===== config.mk =====
export PLATFORM = sky130hd
export DESIGN_NAME = asd_alu_shifter
export DESIGN_NICKNAME = d
export VERILOG_FILES = /design/src/shared/asd_pkg.sv /design/src/asd_alu_shifter.sv /design/src/asd_reg_file.sv
export SDC_FILE = /design/constraint.sdc
export NUM_CORES = 1
export LEC_CHECK = 0
export CAP_MARGIN = 20
export CELL_PAD_IN_SITES_DETAIL_PLACEMENT = 2
export CELL_PAD_IN_SITES_GLOBAL_PLACEMENT = 2
export CORE_AREA = 2 2 182 184
export CTS_CLUSTER_SIZE = 14
export DETAILED_ROUTE_END_ITERATION = 8
export DIE_AREA = 0 0 184 186
export DONT_BUFFER_PORTS = 1
export PLACE_DENSITY = 0.84
export SYNTH_ARGS = -nofsm -noshare
export SYNTH_HDL_FRONTEND = slang
export SYNTH_SLANG_ARGS = --single-unit

===== constraint.sdc =====
create_clock -name sys_clk -period 4.15 [get_ports sys_clk]
set_input_delay 0.6225 -clock sys_clk [delete_from_list [all_inputs] [get_ports sys_clk]]
set_output_delay 0.6225 -clock sys_clk [all_outputs]
set_load 0.01 [all_outputs]

===== src/shared/asd_pkg.sv =====
// Functional notes
// - Overflow-select opcode arms the flag on carry-in XOR carry-out of the top bit.
// - First near-overflow opcode arms the flag within a factor of two of overflow.
// - Second near-overflow opcode arms the flag within a factor of four of overflow.
// - Zero-select opcode arms the flag on zero result; flag rises during it.
// - Any flag-programming opcode forces the ALU result to zero.
// - Constant-one and low-byte-mask opcodes output their fixed 16-bit patterns.
// - Nibble-mask and alternating-pattern opcodes output their fixed 16-bit patterns.
// - Shifter code 0 shifts right logically by the port count.
// - Shifter code 1 shifts left logically by the port count.
// - Shifter code 2 rotates right by the port count.
// - A shifter code rotates left by the port count.
// - A shifter code shifts right logically by count register A.
// - Codes 8 and 9 load count register A or B from the port; data passes.
// - Codes A, B, C shift right arithmetically by port, A or B count.
// - Normalise shifts left by the leading sign-bit count, at most 15.
// - Codes E and F normalise and also store the count in register A or B.
// - Normalise drives its count on the port only while the enable pin is low.
// - Register codes 0 and 1 show right or left and load the other.
// - Register codes 2 and 3 show and load left or right respectively.
// - Register code 4 shows left and loads both registers.
// - Register codes 5 and 6 show right or left and load nothing.
// - Register code 7 passes its input straight through and loads nothing.
// - Instructions are latched on a rising edge and execute in the next cycle.
// - Two independent two-register files, one for the ALU, one for the shifter.
// - With the enable pin high the shift-value port is never driven.
package asd_pkg;
	localparam int DATA_W = 16;
	localparam int ALU_OP_W = 5;
	localparam int SHF_OP_W = 4;
	localparam int RF_OP_W = 3;
	localparam int CNT_W = 4;

	// ALU control opcodes handled in this block; lower codes come from the arithmetic core.
	localparam logic [4:0] ALU_FLAG_SEL_OVERFLOW = 5'h18;
	localparam logic [4:0] ALU_FLAG_SEL_NEAR_OVF_X2 = 5'h19;
	localparam logic [4:0] ALU_FLAG_SEL_NEAR_OVF_X4 = 5'h1a;
	localparam logic [4:0] ALU_FLAG_SEL_ZERO = 5'h1b;
	localparam logic [4:0] ALU_CONST_ONE = 5'h1c;
	localparam logic [4:0] ALU_CONST_LOW_BYTE_MASK = 5'h1d;
	localparam logic [4:0] ALU_CONST_NIBBLE_MASK = 5'h1e;
	localparam logic [4:0] ALU_CONST_ALTERNATING = 5'h1f;

	localparam logic [15:0] VAL_CONST_ONE = 16'h0001;
	localparam logic [15:0] VAL_LOW_BYTE_MASK = 16'h00ff;
	localparam logic [15:0] VAL_NIBBLE_MASK = 16'h000f;
	localparam logic [15:0] VAL_ALTERNATING = 16'h5555;

	// Barrel shifter opcodes.
	localparam logic [3:0] SHF_LOGICAL_RIGHT_BY_PORT_COUNT = 4'h0;
	localparam logic [3:0] SHF_SHIFT_LEFT_BY_PORT_COUNT = 4'h1;
	localparam logic [3:0] SHF_ROTATE_RIGHT_BY_PORT_COUNT = 4'h2;
	localparam logic [3:0] SHF_ROTATE_LEFT_BY_PORT_COUNT = 4'h3;
	localparam logic [3:0] SHF_LOGICAL_RIGHT_BY_COUNT_A = 4'h4;
	localparam logic [3:0] SHF_LOAD_COUNT_A_FROM_PORT = 4'h8;
	localparam logic [3:0] SHF_LOAD_COUNT_B_FROM_PORT = 4'h9;
	localparam logic [3:0] SHF_ARITH_RIGHT_BY_PORT_COUNT = 4'ha;
	localparam logic [3:0] SHF_ARITH_RIGHT_BY_COUNT_A = 4'hb;
	localparam logic [3:0] SHF_ARITH_RIGHT_BY_COUNT_B = 4'hc;
	localparam logic [3:0] SHF_NORMALISE_ONLY = 4'hd;
	localparam logic [3:0] SHF_NORMALISE_SAVE_COUNT_A = 4'he;
	localparam logic [3:0] SHF_NORMALISE_SAVE_COUNT_B = 4'hf;

	// Register-file opcodes, shared by both files.
	localparam logic [2:0] RF_LOAD_LEFT_SHOW_RIGHT = 3'h0;
	localparam logic [2:0] RF_LOAD_RIGHT_SHOW_LEFT = 3'h1;
	localparam logic [2:0] RF_LOAD_LEFT_SHOW_LEFT = 3'h2;
	localparam logic [2:0] RF_LOAD_RIGHT_SHOW_RIGHT = 3'h3;
	localparam logic [2:0] RF_LOAD_BOTH_SHOW_LEFT = 3'h4;
	localparam logic [2:0] RF_HOLD_SHOW_RIGHT = 3'h5;
	localparam logic [2:0] RF_HOLD_SHOW_LEFT = 3'h6;
	localparam logic [2:0] RF_HOLD_PASS_THROUGH = 3'h7;
	localparam logic [2:0] RF_RESET_INSTR = RF_HOLD_SHOW_LEFT;

	localparam logic [15:0] RESET_DATA = 16'h0000;
	localparam logic [3:0] RESET_COUNT = 4'h0;
	localparam logic [3:0] RESET_SHF_INSTR = SHF_LOAD_COUNT_A_FROM_PORT;

	// Flag source modes.
	typedef enum logic [3:0] {
		ASD_FLAG_OVERFLOW = 4'b0001,
		ASD_FLAG_NEAR_OVF_X2 = 4'b0010,
		ASD_FLAG_NEAR_OVF_X4 = 4'b0100,
		ASD_FLAG_ZERO = 4'b1000
	} asd_flag_mode_type;

	// AHB-Lite register map.
	localparam logic [31:0] ADDR_CTRL = 32'h0000_0000;
	localparam logic [31:0] ADDR_STATUS = 32'h0000_0004;
	localparam int CTRL_DRIVE_ALLOW_BIT = 0;
	localparam logic CTRL_DRIVE_ALLOW_RESET = 1'b1;
	localparam int STAT_SV_LSB = 0;
	localparam int STAT_COUNT_A_LSB = 4;
	localparam int STAT_COUNT_B_LSB = 8;
	localparam int STAT_FLAG_MODE_LSB = 12;
	localparam int STAT_FLAG_BIT = 16;
	localparam int STAT_SV_DRIVE_BIT = 17;
	localparam logic [1:0] HTRANS_NONSEQ = 2'b10;
	localparam logic [31:0] BUS_ZERO = 32'h0000_0000;
endpackage


===== src/asd_alu_shifter.sv =====
// Decided for this implementation: register access over AHB-Lite and the placing of the registers.
`timescale 1ns/100ps
// ALU control decode, barrel shifter and both register files, with an AHB-Lite status port.
module asd_alu_shifter (
	input wire logic sys_clk,
	input wire logic arst_n,
	input wire logic [4:0] alu_instr,
	input wire logic [3:0] shift_instr,
	input wire logic [2:0] alu_rf_instr,
	input wire logic [2:0] shift_rf_instr,
	input wire logic [15:0] alu_core_result,
	input wire logic alu_core_carry_into_msb,
	input wire logic alu_core_carry_out,
	input wire logic [15:0] shift_in,
	input wire logic [3:0] shift_value_port_in,
	output logic [3:0] shift_value_port_out,
	output logic shift_value_port_oe,
	input wire logic shift_value_out_enable_n,
	output logic [15:0] alu_rf_out,
	output logic [15:0] shift_rf_out,
	output logic condition_flag_out,
	input wire logic hsel,
	input wire logic [31:0] haddr,
	input wire logic [1:0] htrans,
	input wire logic hwrite,
	input wire logic [2:0] hsize,
	input wire logic [31:0] hwdata,
	input wire logic hready,
	output logic hreadyout,
	output logic hresp,
	output logic [31:0] hrdata
);
	asd_pkg::asd_flag_mode_type flag_mode;
	asd_pkg::asd_flag_mode_type next_flag_mode;
	logic [15:0] alu_result_q;
	logic [15:0] next_alu_result;
	logic next_overflow;
	logic next_flag;
	logic [15:0] shift_result_q;
	logic [15:0] next_shift_result;
	logic [3:0] shift_ir;
	logic [2:0] alu_rf_ir;
	logic [2:0] shift_rf_ir;
	logic [3:0] sv_reg;
	logic [3:0] norm_count_q;
	logic [3:0] next_norm_count;
	logic [3:0] shift_count_reg_a;
	logic [3:0] shift_count_reg_b;
	logic [3:0] next_count_a;
	logic [3:0] next_count_b;
	logic [3:0] shift_amount;
	logic [31:0] rot_right_word;
	logic [31:0] rot_left_word;
	logic is_normalise;
	logic ctrl_drive_allow;
	logic wr_pending;
	logic [31:0] wr_addr;
	logic [31:0] read_value;
	logic ctrl_view;
	logic bus_read_req;
	logic bus_write_req;

	// Counts the run of bits under the sign bit that equal it; zero or all ones give 15.
	function automatic logic [3:0] norm_count(input logic [15:0] v);
		logic [3:0] n;
		logic run;
		n = 4'h0;
		run = 1'b1;
		for (int i = 14; i >= 0; i--) begin
			if (run && (v[i] == v[15])) begin
				n = n + 4'h1;
			end else begin
				run = 1'b0;
			end
		end
		return n;
	endfunction

	// ALU control decode for the instruction being latched at this edge.
	always_comb begin
		next_alu_result = alu_core_result;
		next_overflow = alu_core_carry_into_msb ^ alu_core_carry_out;
		next_flag_mode = flag_mode;
		unique case (alu_instr)
			asd_pkg::ALU_FLAG_SEL_OVERFLOW: begin
				next_flag_mode = asd_pkg::ASD_FLAG_OVERFLOW;
				next_alu_result = asd_pkg::RESET_DATA;
				next_overflow = 1'b0;
			end
			asd_pkg::ALU_FLAG_SEL_NEAR_OVF_X2: begin
				next_flag_mode = asd_pkg::ASD_FLAG_NEAR_OVF_X2;
				next_alu_result = asd_pkg::RESET_DATA;
				next_overflow = 1'b0;
			end
			asd_pkg::ALU_FLAG_SEL_NEAR_OVF_X4: begin
				next_flag_mode = asd_pkg::ASD_FLAG_NEAR_OVF_X4;
				next_alu_result = asd_pkg::RESET_DATA;
				next_overflow = 1'b0;
			end
			asd_pkg::ALU_FLAG_SEL_ZERO: begin
				next_flag_mode = asd_pkg::ASD_FLAG_ZERO;
				next_alu_result = asd_pkg::RESET_DATA;
				next_overflow = 1'b0;
			end
			asd_pkg::ALU_CONST_ONE: begin
				next_alu_result = asd_pkg::VAL_CONST_ONE;
				next_overflow = 1'b0;
			end
			asd_pkg::ALU_CONST_LOW_BYTE_MASK: begin
				next_alu_result = asd_pkg::VAL_LOW_BYTE_MASK;
				next_overflow = 1'b0;
			end
			asd_pkg::ALU_CONST_NIBBLE_MASK: begin
				next_alu_result = asd_pkg::VAL_NIBBLE_MASK;
				next_overflow = 1'b0;
			end
			asd_pkg::ALU_CONST_ALTERNATING: begin
				next_alu_result = asd_pkg::VAL_ALTERNATING;
				next_overflow = 1'b0;
			end
			default: begin
				next_flag_mode = flag_mode;
			end
		endcase
	end

	// The flag uses the newly armed mode, so a zero-select raises it during its own cycle.
	always_comb begin
		unique case (next_flag_mode)
			asd_pkg::ASD_FLAG_OVERFLOW: next_flag = next_overflow;
			asd_pkg::ASD_FLAG_NEAR_OVF_X2: next_flag = next_overflow
				| (next_alu_result[15] ^ next_alu_result[14]);
			asd_pkg::ASD_FLAG_NEAR_OVF_X4: next_flag = next_overflow
				| (next_alu_result[15] ^ next_alu_result[14])
				| (next_alu_result[15] ^ next_alu_result[13]);
			asd_pkg::ASD_FLAG_ZERO: next_flag = (next_alu_result == asd_pkg::RESET_DATA);
			default: next_flag = next_overflow;
		endcase
	end

	// Flag mode and ALU result of the executing instruction.
	// The flag is registered with the result, so both change on the same edge.
	// A mode armed here stays in force until another flag-programming opcode arrives.
	always_ff @(posedge sys_clk or negedge arst_n) begin
		if (!arst_n) begin
			flag_mode <= asd_pkg::ASD_FLAG_OVERFLOW;
			alu_result_q <= asd_pkg::RESET_DATA;
			condition_flag_out <= 1'b0;
		end else begin
			flag_mode <= next_flag_mode;
			alu_result_q <= next_alu_result;
			condition_flag_out <= next_flag;
		end
	end

	// Instruction and shift-value latches; execution follows in the next cycle.
	always_ff @(posedge sys_clk or negedge arst_n) begin
		if (!arst_n) begin
			shift_ir <= asd_pkg::RESET_SHF_INSTR;
			alu_rf_ir <= asd_pkg::RF_RESET_INSTR;
			shift_rf_ir <= asd_pkg::RF_RESET_INSTR;
			sv_reg <= asd_pkg::RESET_COUNT;
			norm_count_q <= asd_pkg::RESET_COUNT;
		end else begin
			shift_ir <= shift_instr;
			alu_rf_ir <= alu_rf_instr;
			shift_rf_ir <= shift_rf_instr;
			sv_reg <= shift_value_port_in;
			norm_count_q <= next_norm_count;
		end
	end

	// Count registers load at the closing edge of the executing instruction.
	always_comb begin
		next_count_a = shift_count_reg_a;
		next_count_b = shift_count_reg_b;
		unique case (shift_ir)
			asd_pkg::SHF_LOAD_COUNT_A_FROM_PORT: next_count_a = sv_reg;
			asd_pkg::SHF_LOAD_COUNT_B_FROM_PORT: next_count_b = sv_reg;
			asd_pkg::SHF_NORMALISE_SAVE_COUNT_A: next_count_a = norm_count_q;
			asd_pkg::SHF_NORMALISE_SAVE_COUNT_B: next_count_b = norm_count_q;
			default: next_count_a = shift_count_reg_a;
		endcase
	end

	// Both count registers share one process because their loads are decoded together.
	always_ff @(posedge sys_clk or negedge arst_n) begin
		if (!arst_n) begin
			shift_count_reg_a <= asd_pkg::RESET_COUNT;
			shift_count_reg_b <= asd_pkg::RESET_COUNT;
		end else begin
			shift_count_reg_a <= next_count_a;
			shift_count_reg_b <= next_count_b;
		end
	end

	// Barrel shifter for the incoming instruction; port-count ops use the value latched now.
	assign next_norm_count = norm_count(shift_in);
	assign is_normalise = (shift_instr == asd_pkg::SHF_NORMALISE_ONLY)
		|| (shift_instr == asd_pkg::SHF_NORMALISE_SAVE_COUNT_A)
		|| (shift_instr == asd_pkg::SHF_NORMALISE_SAVE_COUNT_B);

	// Shift amount source; count ops see a count loaded at this very edge.
	// Reading the next count value lets a load be followed back to back by its use.
	always_comb begin
		unique case (shift_instr)
			asd_pkg::SHF_LOGICAL_RIGHT_BY_COUNT_A,
			asd_pkg::SHF_ARITH_RIGHT_BY_COUNT_A: shift_amount = next_count_a;
			asd_pkg::SHF_ARITH_RIGHT_BY_COUNT_B: shift_amount = next_count_b;
			asd_pkg::SHF_NORMALISE_ONLY, asd_pkg::SHF_NORMALISE_SAVE_COUNT_A,
			asd_pkg::SHF_NORMALISE_SAVE_COUNT_B: shift_amount = next_norm_count;
			default: shift_amount = shift_value_port_in;
		endcase
	end

	// Doubling the word turns a rotate into a plain shift of a wider value.
	assign rot_right_word = {shift_in, shift_in} >> shift_amount;
	assign rot_left_word = {shift_in, shift_in} << shift_amount;

	// Result select; the unused codes five to seven fall to the default pass.
	always_comb begin
		unique case (shift_instr)
			asd_pkg::SHF_LOGICAL_RIGHT_BY_PORT_COUNT:
				next_shift_result = shift_in >> shift_amount;
			asd_pkg::SHF_SHIFT_LEFT_BY_PORT_COUNT:
				next_shift_result = shift_in << shift_amount;
			asd_pkg::SHF_ROTATE_RIGHT_BY_PORT_COUNT:
				next_shift_result = rot_right_word[15:0];
			asd_pkg::SHF_ROTATE_LEFT_BY_PORT_COUNT:
				next_shift_result = rot_left_word[31:16];
			asd_pkg::SHF_LOGICAL_RIGHT_BY_COUNT_A:
				next_shift_result = shift_in >> shift_amount;
			asd_pkg::SHF_ARITH_RIGHT_BY_PORT_COUNT, asd_pkg::SHF_ARITH_RIGHT_BY_COUNT_A,
			asd_pkg::SHF_ARITH_RIGHT_BY_COUNT_B:
				next_shift_result = 16'($signed(shift_in) >>> shift_amount);
			asd_pkg::SHF_NORMALISE_ONLY, asd_pkg::SHF_NORMALISE_SAVE_COUNT_A,
			asd_pkg::SHF_NORMALISE_SAVE_COUNT_B:
				next_shift_result = shift_in << shift_amount;
			default:
				next_shift_result = shift_in;
		endcase
	end

	// The stored result feeds the shifter register file load at the next edge.
	always_ff @(posedge sys_clk or negedge arst_n) begin
		if (!arst_n) begin
			shift_result_q <= asd_pkg::RESET_DATA;
		end else begin
			shift_result_q <= next_shift_result;
		end
	end

	// Port drive is decided at the opening edge and holds for the whole normalise cycle.
	always_ff @(posedge sys_clk or negedge arst_n) begin
		if (!arst_n) begin
			shift_value_port_out <= asd_pkg::RESET_COUNT;
			shift_value_port_oe <= 1'b0;
		end else begin
			shift_value_port_out <= next_norm_count;
			shift_value_port_oe <= is_normalise && !shift_value_out_enable_n
				&& ctrl_drive_allow;
		end
	end

	// One register file behind the ALU and one behind the shifter.
	// Each file gets the stored result for loads and the fresh result for pass-through.
	asd_reg_file u_alu_rf (
		.sys_clk(sys_clk),
		.arst_n(arst_n),
		.instr_next(alu_rf_instr),
		.instr_q(alu_rf_ir),
		.data_q(alu_result_q),
		.data_next(next_alu_result),
		.rf_out(alu_rf_out)
	);

	asd_reg_file u_shift_rf (
		.sys_clk(sys_clk),
		.arst_n(arst_n),
		.instr_next(shift_rf_instr),
		.instr_q(shift_rf_ir),
		.data_q(shift_result_q),
		.data_next(next_shift_result),
		.rf_out(shift_rf_out)
	);

	// AHB-Lite slave with no wait states; unmapped reads give zero, writes are dropped.
	assign bus_read_req = hsel && hready && (htrans == asd_pkg::HTRANS_NONSEQ) && !hwrite;
	assign bus_write_req = hsel && hready && (htrans == asd_pkg::HTRANS_NONSEQ) && hwrite;
	// A read right behind a write to the control word sees the value being written.
	assign ctrl_view = (wr_pending && (wr_addr == asd_pkg::ADDR_CTRL))
		? hwdata[asd_pkg::CTRL_DRIVE_ALLOW_BIT] : ctrl_drive_allow;

	always_comb begin
		read_value = asd_pkg::BUS_ZERO;
		if (haddr == asd_pkg::ADDR_CTRL) begin
			read_value[asd_pkg::CTRL_DRIVE_ALLOW_BIT] = ctrl_view;
		end else if (haddr == asd_pkg::ADDR_STATUS) begin
			read_value[asd_pkg::STAT_SV_LSB +: 4] = sv_reg;
			read_value[asd_pkg::STAT_COUNT_A_LSB +: 4] = shift_count_reg_a;
			read_value[asd_pkg::STAT_COUNT_B_LSB +: 4] = shift_count_reg_b;
			read_value[asd_pkg::STAT_FLAG_MODE_LSB +: 4] = flag_mode;
			read_value[asd_pkg::STAT_FLAG_BIT] = condition_flag_out;
			read_value[asd_pkg::STAT_SV_DRIVE_BIT] = shift_value_port_oe;
		end
	end

	// Bus state; write data arrives a cycle after its address, so the address is kept.
	// The slave never stalls, which keeps the master logic trivial.
	always_ff @(posedge sys_clk or negedge arst_n) begin
		if (!arst_n) begin
			wr_pending <= 1'b0;
			wr_addr <= asd_pkg::BUS_ZERO;
			hrdata <= asd_pkg::BUS_ZERO;
			hreadyout <= 1'b1;
			hresp <= 1'b0;
		end else begin
			wr_pending <= bus_write_req;
			if (bus_write_req) begin
				wr_addr <= haddr;
			end
			if (bus_read_req) begin
				hrdata <= read_value;
			end
			hreadyout <= 1'b1;
			hresp <= 1'b0;
		end
	end

	// Software may stop the port from ever being driven, even in normalise.
	always_ff @(posedge sys_clk or negedge arst_n) begin
		if (!arst_n) begin
			ctrl_drive_allow <= asd_pkg::CTRL_DRIVE_ALLOW_RESET;
		end else if (wr_pending && (wr_addr == asd_pkg::ADDR_CTRL)) begin
			ctrl_drive_allow <= hwdata[asd_pkg::CTRL_DRIVE_ALLOW_BIT];
		end
	end
endmodule


===== src/asd_reg_file.sv =====
`timescale 1ns/100ps
// Two-register scratchpad; output is registered so it is valid from the opening edge.
module asd_reg_file (
	input wire logic sys_clk,
	input wire logic arst_n,
	input wire logic [2:0] instr_next,
	input wire logic [2:0] instr_q,
	input wire logic [15:0] data_q,
	input wire logic [15:0] data_next,
	output logic [15:0] rf_out
);
	logic [15:0] left_reg;
	logic [15:0] right_reg;
	logic [15:0] next_left;
	logic [15:0] next_right;

	// Loads happen at the closing edge of the executing instruction.
	always_comb begin
		next_left = left_reg;
		next_right = right_reg;
		unique case (instr_q)
			asd_pkg::RF_LOAD_LEFT_SHOW_RIGHT: next_left = data_q;
			asd_pkg::RF_LOAD_RIGHT_SHOW_LEFT: next_right = data_q;
			asd_pkg::RF_LOAD_LEFT_SHOW_LEFT: next_left = data_q;
			asd_pkg::RF_LOAD_RIGHT_SHOW_RIGHT: next_right = data_q;
			asd_pkg::RF_LOAD_BOTH_SHOW_LEFT: begin
				next_left = data_q;
				next_right = data_q;
			end
			asd_pkg::RF_HOLD_SHOW_RIGHT, asd_pkg::RF_HOLD_SHOW_LEFT,
			asd_pkg::RF_HOLD_PASS_THROUGH: begin
				next_left = left_reg;
			end
		endcase
	end

	always_ff @(posedge sys_clk or negedge arst_n) begin
		if (!arst_n) begin
			left_reg <= asd_pkg::RESET_DATA;
			right_reg <= asd_pkg::RESET_DATA;
		end else begin
			left_reg <= next_left;
			right_reg <= next_right;
		end
	end

	// The output for the instruction just latched uses the contents as updated at this edge.
	always_ff @(posedge sys_clk or negedge arst_n) begin
		if (!arst_n) begin
			rf_out <= asd_pkg::RESET_DATA;
		end else begin
			unique case (instr_next)
				asd_pkg::RF_LOAD_LEFT_SHOW_RIGHT, asd_pkg::RF_LOAD_RIGHT_SHOW_RIGHT,
				asd_pkg::RF_HOLD_SHOW_RIGHT: rf_out <= next_right;
				asd_pkg::RF_LOAD_RIGHT_SHOW_LEFT, asd_pkg::RF_LOAD_LEFT_SHOW_LEFT,
				asd_pkg::RF_LOAD_BOTH_SHOW_LEFT, asd_pkg::RF_HOLD_SHOW_LEFT: rf_out <= next_left;
				asd_pkg::RF_HOLD_PASS_THROUGH: rf_out <= data_next;
			endcase
		end
	end
endmodule


======== After elaboration in Yosys (flattened, before gate mapping) ========
Cells that the tools add are included.
W data, S select, Z words.
cells by class
  $add $sub $neg .......................... 14
  $mul .................................... 0
  divide/modulo/power cells ............... 0
  $lt $le $gt $ge ......................... 0
  equality and inequality tests ........... 64
  shifts and indexed selects .............. 5
  muxes and demuxes ....................... 47
  bitwise logic cells ..................... 5
  reductions and logical operators ........ 48
operator list
  cell                   number
  $pmux W16 S5           2
  $pmux W16 S3           2
  $logic_not A32 Y1      2
  $mux W16               4
  $add A4 B1 Y4 const B  14
  $mux W4                14
  $eq A4 B4 Y1 const B   11
  $eq A5 B5 Y1 const B   8
  $eq A32 B3 Y1 const B  1
  $shl A32 B4 Y32        1
  $shr A32 B4 Y16        1
  $eq A3 B3 Y1 const B   10
  $eq A3 B2 Y1 const B   8
  $reduce_or A3 Y1       8
  $logic_and A1 B1 Y1    21
  $mux W1                18
  $mux W18               1
  $mux W17               1
  $logic_not A16 Y1      1
  $pmux W4 S2            2
  $pmux W4 S4            1
  $reduce_or A4 Y1       4
  $shl A16 B4 Y16        1
  $shr A16 B4 Y16        1
  other kinds (17)       46
storage, ports and cells
  register bits after elaboration ......... 212
  bits in latches ......................... 0
  memory bits (writable) .................. 0
  ROM bits ................................ 0
  output and inout bits ................... 72
  logic and storage cells ................. 205
  memories ................................ 0

======== Depth between registers and ports, before layout ========
  word-level depth ........................ 34
  depth in mapped cells ................... 58
  mapped depth without buffers ............ 52

======== Hierarchy ========
From an unflattened synthesis, not the netlist that was laid out.
second synthesis, totals
  cells, all modules ...................... 1279
  area, all modules ....................... 12543.3 um^2
by module, submodules not included
  module           instances  cells each  area each (um^2)  seq. area each (um^2)
  asd_alu_shifter  1          1025        8599.5            2911.5
  asd_reg_file     2          127         1971.9            1201.2

======== Worst setup path before layout ========
No wires, ideal clock.
  path kind ............................... in2reg
  from .................................... input shift_in[15]
  to ...................................... register u_shift_rf.rf_out[8]
  setup time .............................. 0.120 ns
  arrival time ............................ 10.467 ns
  required time ........................... 4.030 ns
  setup slack ............................. -6.436 ns
  cell stages on the path ................. 53
  buffers on the path ..................... 4
  path through ............................ buf_6 buf_2 buf_2 nand2_1 a21oi_1 o21bai_1 ha_1 a21oi_1 a21oi_1 ha_1 a21o_1 ha_1 nand2_1 a31oi_1 ha_1 or4b_1 o21ai_1 nor2_1 [17 not listed] nand2_1 nand2_1 ha_1 nor3_1 nor2_1 ha_1 a221o_1 ha_1 o32ai_1 a21oi_1 a21oi_1 buf_2 mux2i_1 o221a_2 a21oi_1 a32o_1 or4b_1 a31o_1
between the ends
  longest elaborated chain between the ends .. 34
  elaborated cells between the ends (all ways) .. 80
RTL lines
  item                                                  line                                            RTL
  from (decl)                                           asd_alu_shifter.sv:14                           input wire logic [15:0] shift_in,
  $eq A1 B1 Y1                                          asd_alu_shifter.sv:70                           if (run && (v[i] == v[15])) begin
  $mux W1                                               asd_alu_shifter.sv:70
  $add A4 B1 Y4 or $logic_and A1 B1 Y1 (tied branches)  asd_alu_shifter.sv:71, asd_alu_shifter.sv:70
  $mux W4 or $mux W1 (tied branches)                    asd_alu_shifter.sv:70
  $add A4 B1 Y4 or $logic_and A1 B1 Y1 (tied branches)  asd_alu_shifter.sv:71, asd_alu_shifter.sv:70
  $mux W4 or $mux W1 (tied branches)                    asd_alu_shifter.sv:70
  $add A4 B1 Y4 or $logic_and A1 B1 Y1 (tied branches)  asd_alu_shifter.sv:71, asd_alu_shifter.sv:70
  $mux W4 or $mux W1 (tied branches)                    asd_alu_shifter.sv:70
  [18 not listed]                                       n/a
  $add A4 B1 Y4 or $logic_and A1 B1 Y1 (tied branches)  asd_alu_shifter.sv:71, asd_alu_shifter.sv:70
  $mux W4 or $mux W1 (tied branches)                    asd_alu_shifter.sv:70
  $add A4 B1 Y4 or $logic_and A1 B1 Y1 (tied branches)  asd_alu_shifter.sv:71, asd_alu_shifter.sv:70
  $mux W4                                               asd_alu_shifter.sv:70
  $pmux W4 S3                                           asd_alu_shifter.sv:206                          unique case (shift_instr)
  $shl A16 B4 Y16, or another cell as far along         asd_alu_shifter.sv:226, asd_alu_shifter.sv:238
  $pmux W16 S5 *                                        asd_alu_shifter.sv:222                          unique case (shift_instr)
  $pmux W16 S3 *                                        asd_reg_file.sv:52                              unique case (instr_next)
  to (signal assigned)                                  asd_reg_file.sv:54                              asd_pkg::RF_HOLD_SHOW_RIGHT: rf_out <= next_right;
  to (signal assigned)                                  asd_reg_file.sv:56                              asd_pkg::RF_LOAD_BOTH_SHOW_LEFT, asd_pkg::RF_HOLD_SHOW_LEFT: rf_out <= next_left;
  to (signal assigned)                                  asd_reg_file.sv:57                              asd_pkg::RF_HOLD_PASS_THROUGH: rf_out <= data_next;
  to (decl)                                             asd_reg_file.sv:10                              output logic [15:0] rf_out
Mark *: on every way between the ends. The rest lies on a longest branch, timed or not.
A chain may end at the register's enable or synchronous reset.

======== Worst setup path after layout ========
  from .................................... input shift_in[13]
  to ...................................... register u_shift_rf.rf_out[12]
between the ends
  longest elaborated chain between the ends .. 33
  elaborated cells between the ends (all ways) .. 63
RTL lines
  item                                                  line
  $eq A1 B1 Y1                                          asd_alu_shifter.sv:70
  $logic_and A1 B1 Y1                                   asd_alu_shifter.sv:70
  $mux W4 or $mux W1 (tied branches)                    asd_alu_shifter.sv:70
  $add A4 B1 Y4 or $logic_and A1 B1 Y1 (tied branches)  asd_alu_shifter.sv:71, asd_alu_shifter.sv:70
  $mux W4 or $mux W1 (tied branches)                    asd_alu_shifter.sv:70
  $add A4 B1 Y4 or $logic_and A1 B1 Y1 (tied branches)  asd_alu_shifter.sv:71, asd_alu_shifter.sv:70
  $mux W4 or $mux W1 (tied branches)                    asd_alu_shifter.sv:70
  $add A4 B1 Y4 or $logic_and A1 B1 Y1 (tied branches)  asd_alu_shifter.sv:71, asd_alu_shifter.sv:70
  [17 not listed]                                       n/a
  $add A4 B1 Y4 or $logic_and A1 B1 Y1 (tied branches)  asd_alu_shifter.sv:71, asd_alu_shifter.sv:70
  $mux W4 or $mux W1 (tied branches)                    asd_alu_shifter.sv:70
  $add A4 B1 Y4 or $logic_and A1 B1 Y1 (tied branches)  asd_alu_shifter.sv:71, asd_alu_shifter.sv:70
  $mux W4                                               asd_alu_shifter.sv:70
  $pmux W4 S3                                           asd_alu_shifter.sv:206
  $shl A16 B4 Y16, or another cell as far along         asd_alu_shifter.sv:226, asd_alu_shifter.sv:238
  $pmux W16 S5 *                                        asd_alu_shifter.sv:222
  $pmux W16 S3 *                                        asd_reg_file.sv:52
Marks and branches as above.

==> results.ini <==
[setup_path]
slowest_delay_ps = 480
startpoint = shift_in[13]
cpMostUsedCell = ha_4
crit_path_top_delay_cell = or4b_4
path_class = primary input to flop
crit_path_end = u_shift_rf.rf_out[12]
start_kind = primary input
r2r_cells = 15
cp.arrival_ps = 10660
r2r_start = shift_ir[2]
rrSetupSlack_ps = -420
critPathCaptureType = flop
critPathRequiredTime_ps = 4560
path_max_fanout = 15
r2r-end = u_shift_rf.rf_out[2]

[layout]
largestRegisters = wr_addr (32), hrdata (18)
multiInputGateArea_sq_um = 7920
largest_register = wr_addr
final_util_pct = 51.6
syn2layout_area_growth_pct = 31.1
largest_register_ffs = 32
diodes = 0
final-seq-area_sq_um = 5310
fin_nets = 1683
fill_cells = 3252
drive_gt1_share_pct = 34.6
finalNonFillerCells = 1968

[placement]
dp.cells = 1871
io_buffers = 0
gp_congestion = 0.938
dp_hpwl_um = 36900

[global_routing]
grt_pass1_wl_um = 85600
grt_start_max_net_pins = 213
antenna_found_initial = 0
gr-usage-all-layers_pct = 32.6
grt_pass1_vias = 14130
grt_overflow = 0

[cts]
path_clk_slew_ps = 60
cts_tree = done
root_buffer = clkbuf_16
numCtsBuffers = 24
clk_latency_ps = 530
clock-sinks = 212
clk_path_buf_depth = 3
htreeDepth = 1

[synth]
syn_inst = 1359
yosys_warnings = 0
syn_avg_cell_area_sq_um = 9.33
synth_cell_type_count = 94
ys.flop_type = dfrtp_1
ys_seq_area_share_pct = 41.9
syn-cell-area_sq_um = 12700
postSynth.asyncResetShare_pct = 100
synth_seq_cells = 212
synth_edf_count = 0

[sta]
clock_skew_ps = 37.0
tightest_slew_ps = 1300
slew_headroom_pct = 12.6
timing.final.crit_share_pct = 247
fmax_ghz = 0.0976
post-route-min-period_ps = 10250
hold_violations = 206
setup_slack_ps = -6100
holdWs_ps = -187
drv_slew = 0
finalSetupViolations = 35
rsz0062_at_grt = yes

[min_path]
holdCritPathClass = primary input to async pin

[detailed_routing]
wire_per_inst_um = 32.3
drc = 0
avgViaCountPerCell = 6.57
first_pass_iters = 5
via_count = 12938
postRouteAntennaNets = 0
drt-total-wl_um = 63600
first_iter_violations = 1072

[floorplan]
die_w_um = 184
num_rows = 66
floorplan.initialDensity_pct = 39.4
core_area_sq_um = 32200
dieArea_sq_um = 34200
fp.dieH_um = 186
ioPinCount = 200

[run_status]
violations = negative hold slack, negative setup slack
status = finished with violations

[power]
seq_power_share_pct = 37.9
swShare_pct = 34.3
p_per_area_nw_per_um2 = 424
power_frac_comb_pct = 33.1
cell_internal_pwr_mw = 4.62
p_clk_share_pct = 29.0
leakagePower_nw = 7.33
p_switching_mw = 2.42
vdd_ir_drop_max_uv = 307
power_mw = 7.04

[flow_run]
cap_violations = 0

-- per-stage QoR --
stage / setup WS, ps / instance area [sq um] / setup TNS [ps]
finish: -6100 / 16600 / -201740
global placement: -5640 / 14300 / -185770
detailed placement: -6400 / 14400 / -211460
global route: -6450 / 16600 / -213580
floorplan: -5710 / 12900 / -185800
CTS: -5460 / 15800 / -178170
-- how the worst min path moves through the flow --
stage                            endpoint  slack [ps]
after CTS                    flag_mode[2]        -210
after global placement         wr_addr[6]         330
after global routing          wr_addr[11]        -210
after detailed placement      wr_addr[11]         330
after floorplan           alu_result_q[0]         330
final                         wr_addr[11]        -190
-- kinds of logic (layout without fill, tap and decap cells) --
family,count (synthesis),count (layout),share of synthesized area (%)
compound gates,336,336,19.1
xor+xnor,22,22,1.88
fa+ha+maj,13,13,1.28
buf+inv,130,317,4.69
flops,212,212,41.9
mux,148,148,12.5
other cells,2,16,0.0592
simple gates,496,496,18.6
-- cells in the mapped netlist (4+ instances only) --
library cell,n,area (sq um)
xnor2_1,12,105
o31ai_1,7,52.6
or2_2,6,37.5
buf_2,13,65.1
buf_4,18,135
a31oi_1,14,87.6
o2bb2ai_1,6,52.6
a22oi_1,23,173
a211oi_1,17,128
mux2_2,75,845
nor3_1,27,135
a211o_1,4,35.0
xor2_1,7,61.3
mux2i_1,72,721
o21ai_0,51,255
o31a_1,4,35.0
buf_1,6,22.5
dfstp_2,7,184
or3_1,13,81.3
o211ai_1,16,120
a221o_1,10,100
o221ai_1,9,78.8
o22ai_1,9,56.3
nor4_1,17,106
nand4_1,8,50.1
ha_1,13,163
a22o_1,24,210
nand3_1,33,165
dfrtp_1,205,5130
o21a_1,8,60.1
a221oi_1,5,43.8
nor3b_1,6,45.0
a21bo_2,5,50.1
a21o_1,13,97.6
a21oi_1,54,270
a2bb2oi_1,5,43.8
inv_1,27,101
clkbuf_1,63,236
and2_1,26,163
nand2b_1,18,113
nand2_1,215,807
and3_1,9,56.3
nor2_1,87,327
a21boi_0,7,52.6
-- area by class of cell --
cell class / instances / area share, %
timing repair buffer: 246 / 12.2
inverter: 27 / 0.610
multi-input combinational: 1031 / 47.6
clock buffer: 35 / 4.16
clock inverter: 9 / 0.376
sequential: 212 / 32.0
tap: 408 / 3.07
-- per-layer routing --
metal,part of all wire (%),vias to the layer above,global-route usage (%)
li1,-,5285,-
met1,38,6664,37.8
met2,49,710,58.1
met3,6.6,279,4.72
met4,6.6,0,18.2
met5,0,-,0
-- worst max-delay path, delay by kind of cell --
kind | cells | cell delay (ps)
xor+xnor | 1 | 270
simple gates | 18 | 2970
mux | 4 | 680
buf+inv | 3 | 480
compound gates | 16 | 2540
fa+ha+maj | 12 | 3050
-- placed cells by master (no fill, tap or decap), types with 24 or more instances in the layout --
cell type / instances
a21oi_1: 40
nor2_1: 72
nand2_1: 205
nand3_1: 28
o21ai_0: 39
buf_4: 218
dfrtp_1: 205
clkbuf_16: 25
and2_1: 24
mux2i_1: 45
a22o_1: 24
mux2_2: 68
inv_1: 26
-- power by group through the flow --
| stage | clock network, mW | registers, mW | logic (mW) |
|---|---|---|---|
| floorplan | 0 | 2.60 | 1.10 |
| global placement | 0 | 2.66 | 1.54 |
| detailed placement | 0 | 2.68 | 1.67 |
| CTS | 2.05 | 2.65 | 1.88 |
| global route | 2.16 | 2.70 | 2.42 |
| finish | 2.04 | 2.67 | 2.33 |
-- timing repair --
| action | CTS | global route |
|---|---|---|
| cloned | 2 | 1 |
| pin swaps | 47 | 53 |
| buffers inserted | 28 | 24 |
| resized for setup | 105 | 121 |
| endpoints found under the hold margin | 210 | 208 |
| setup endpoints to repair | 35 | 35 |
Power figures use the tool's default switching activity.
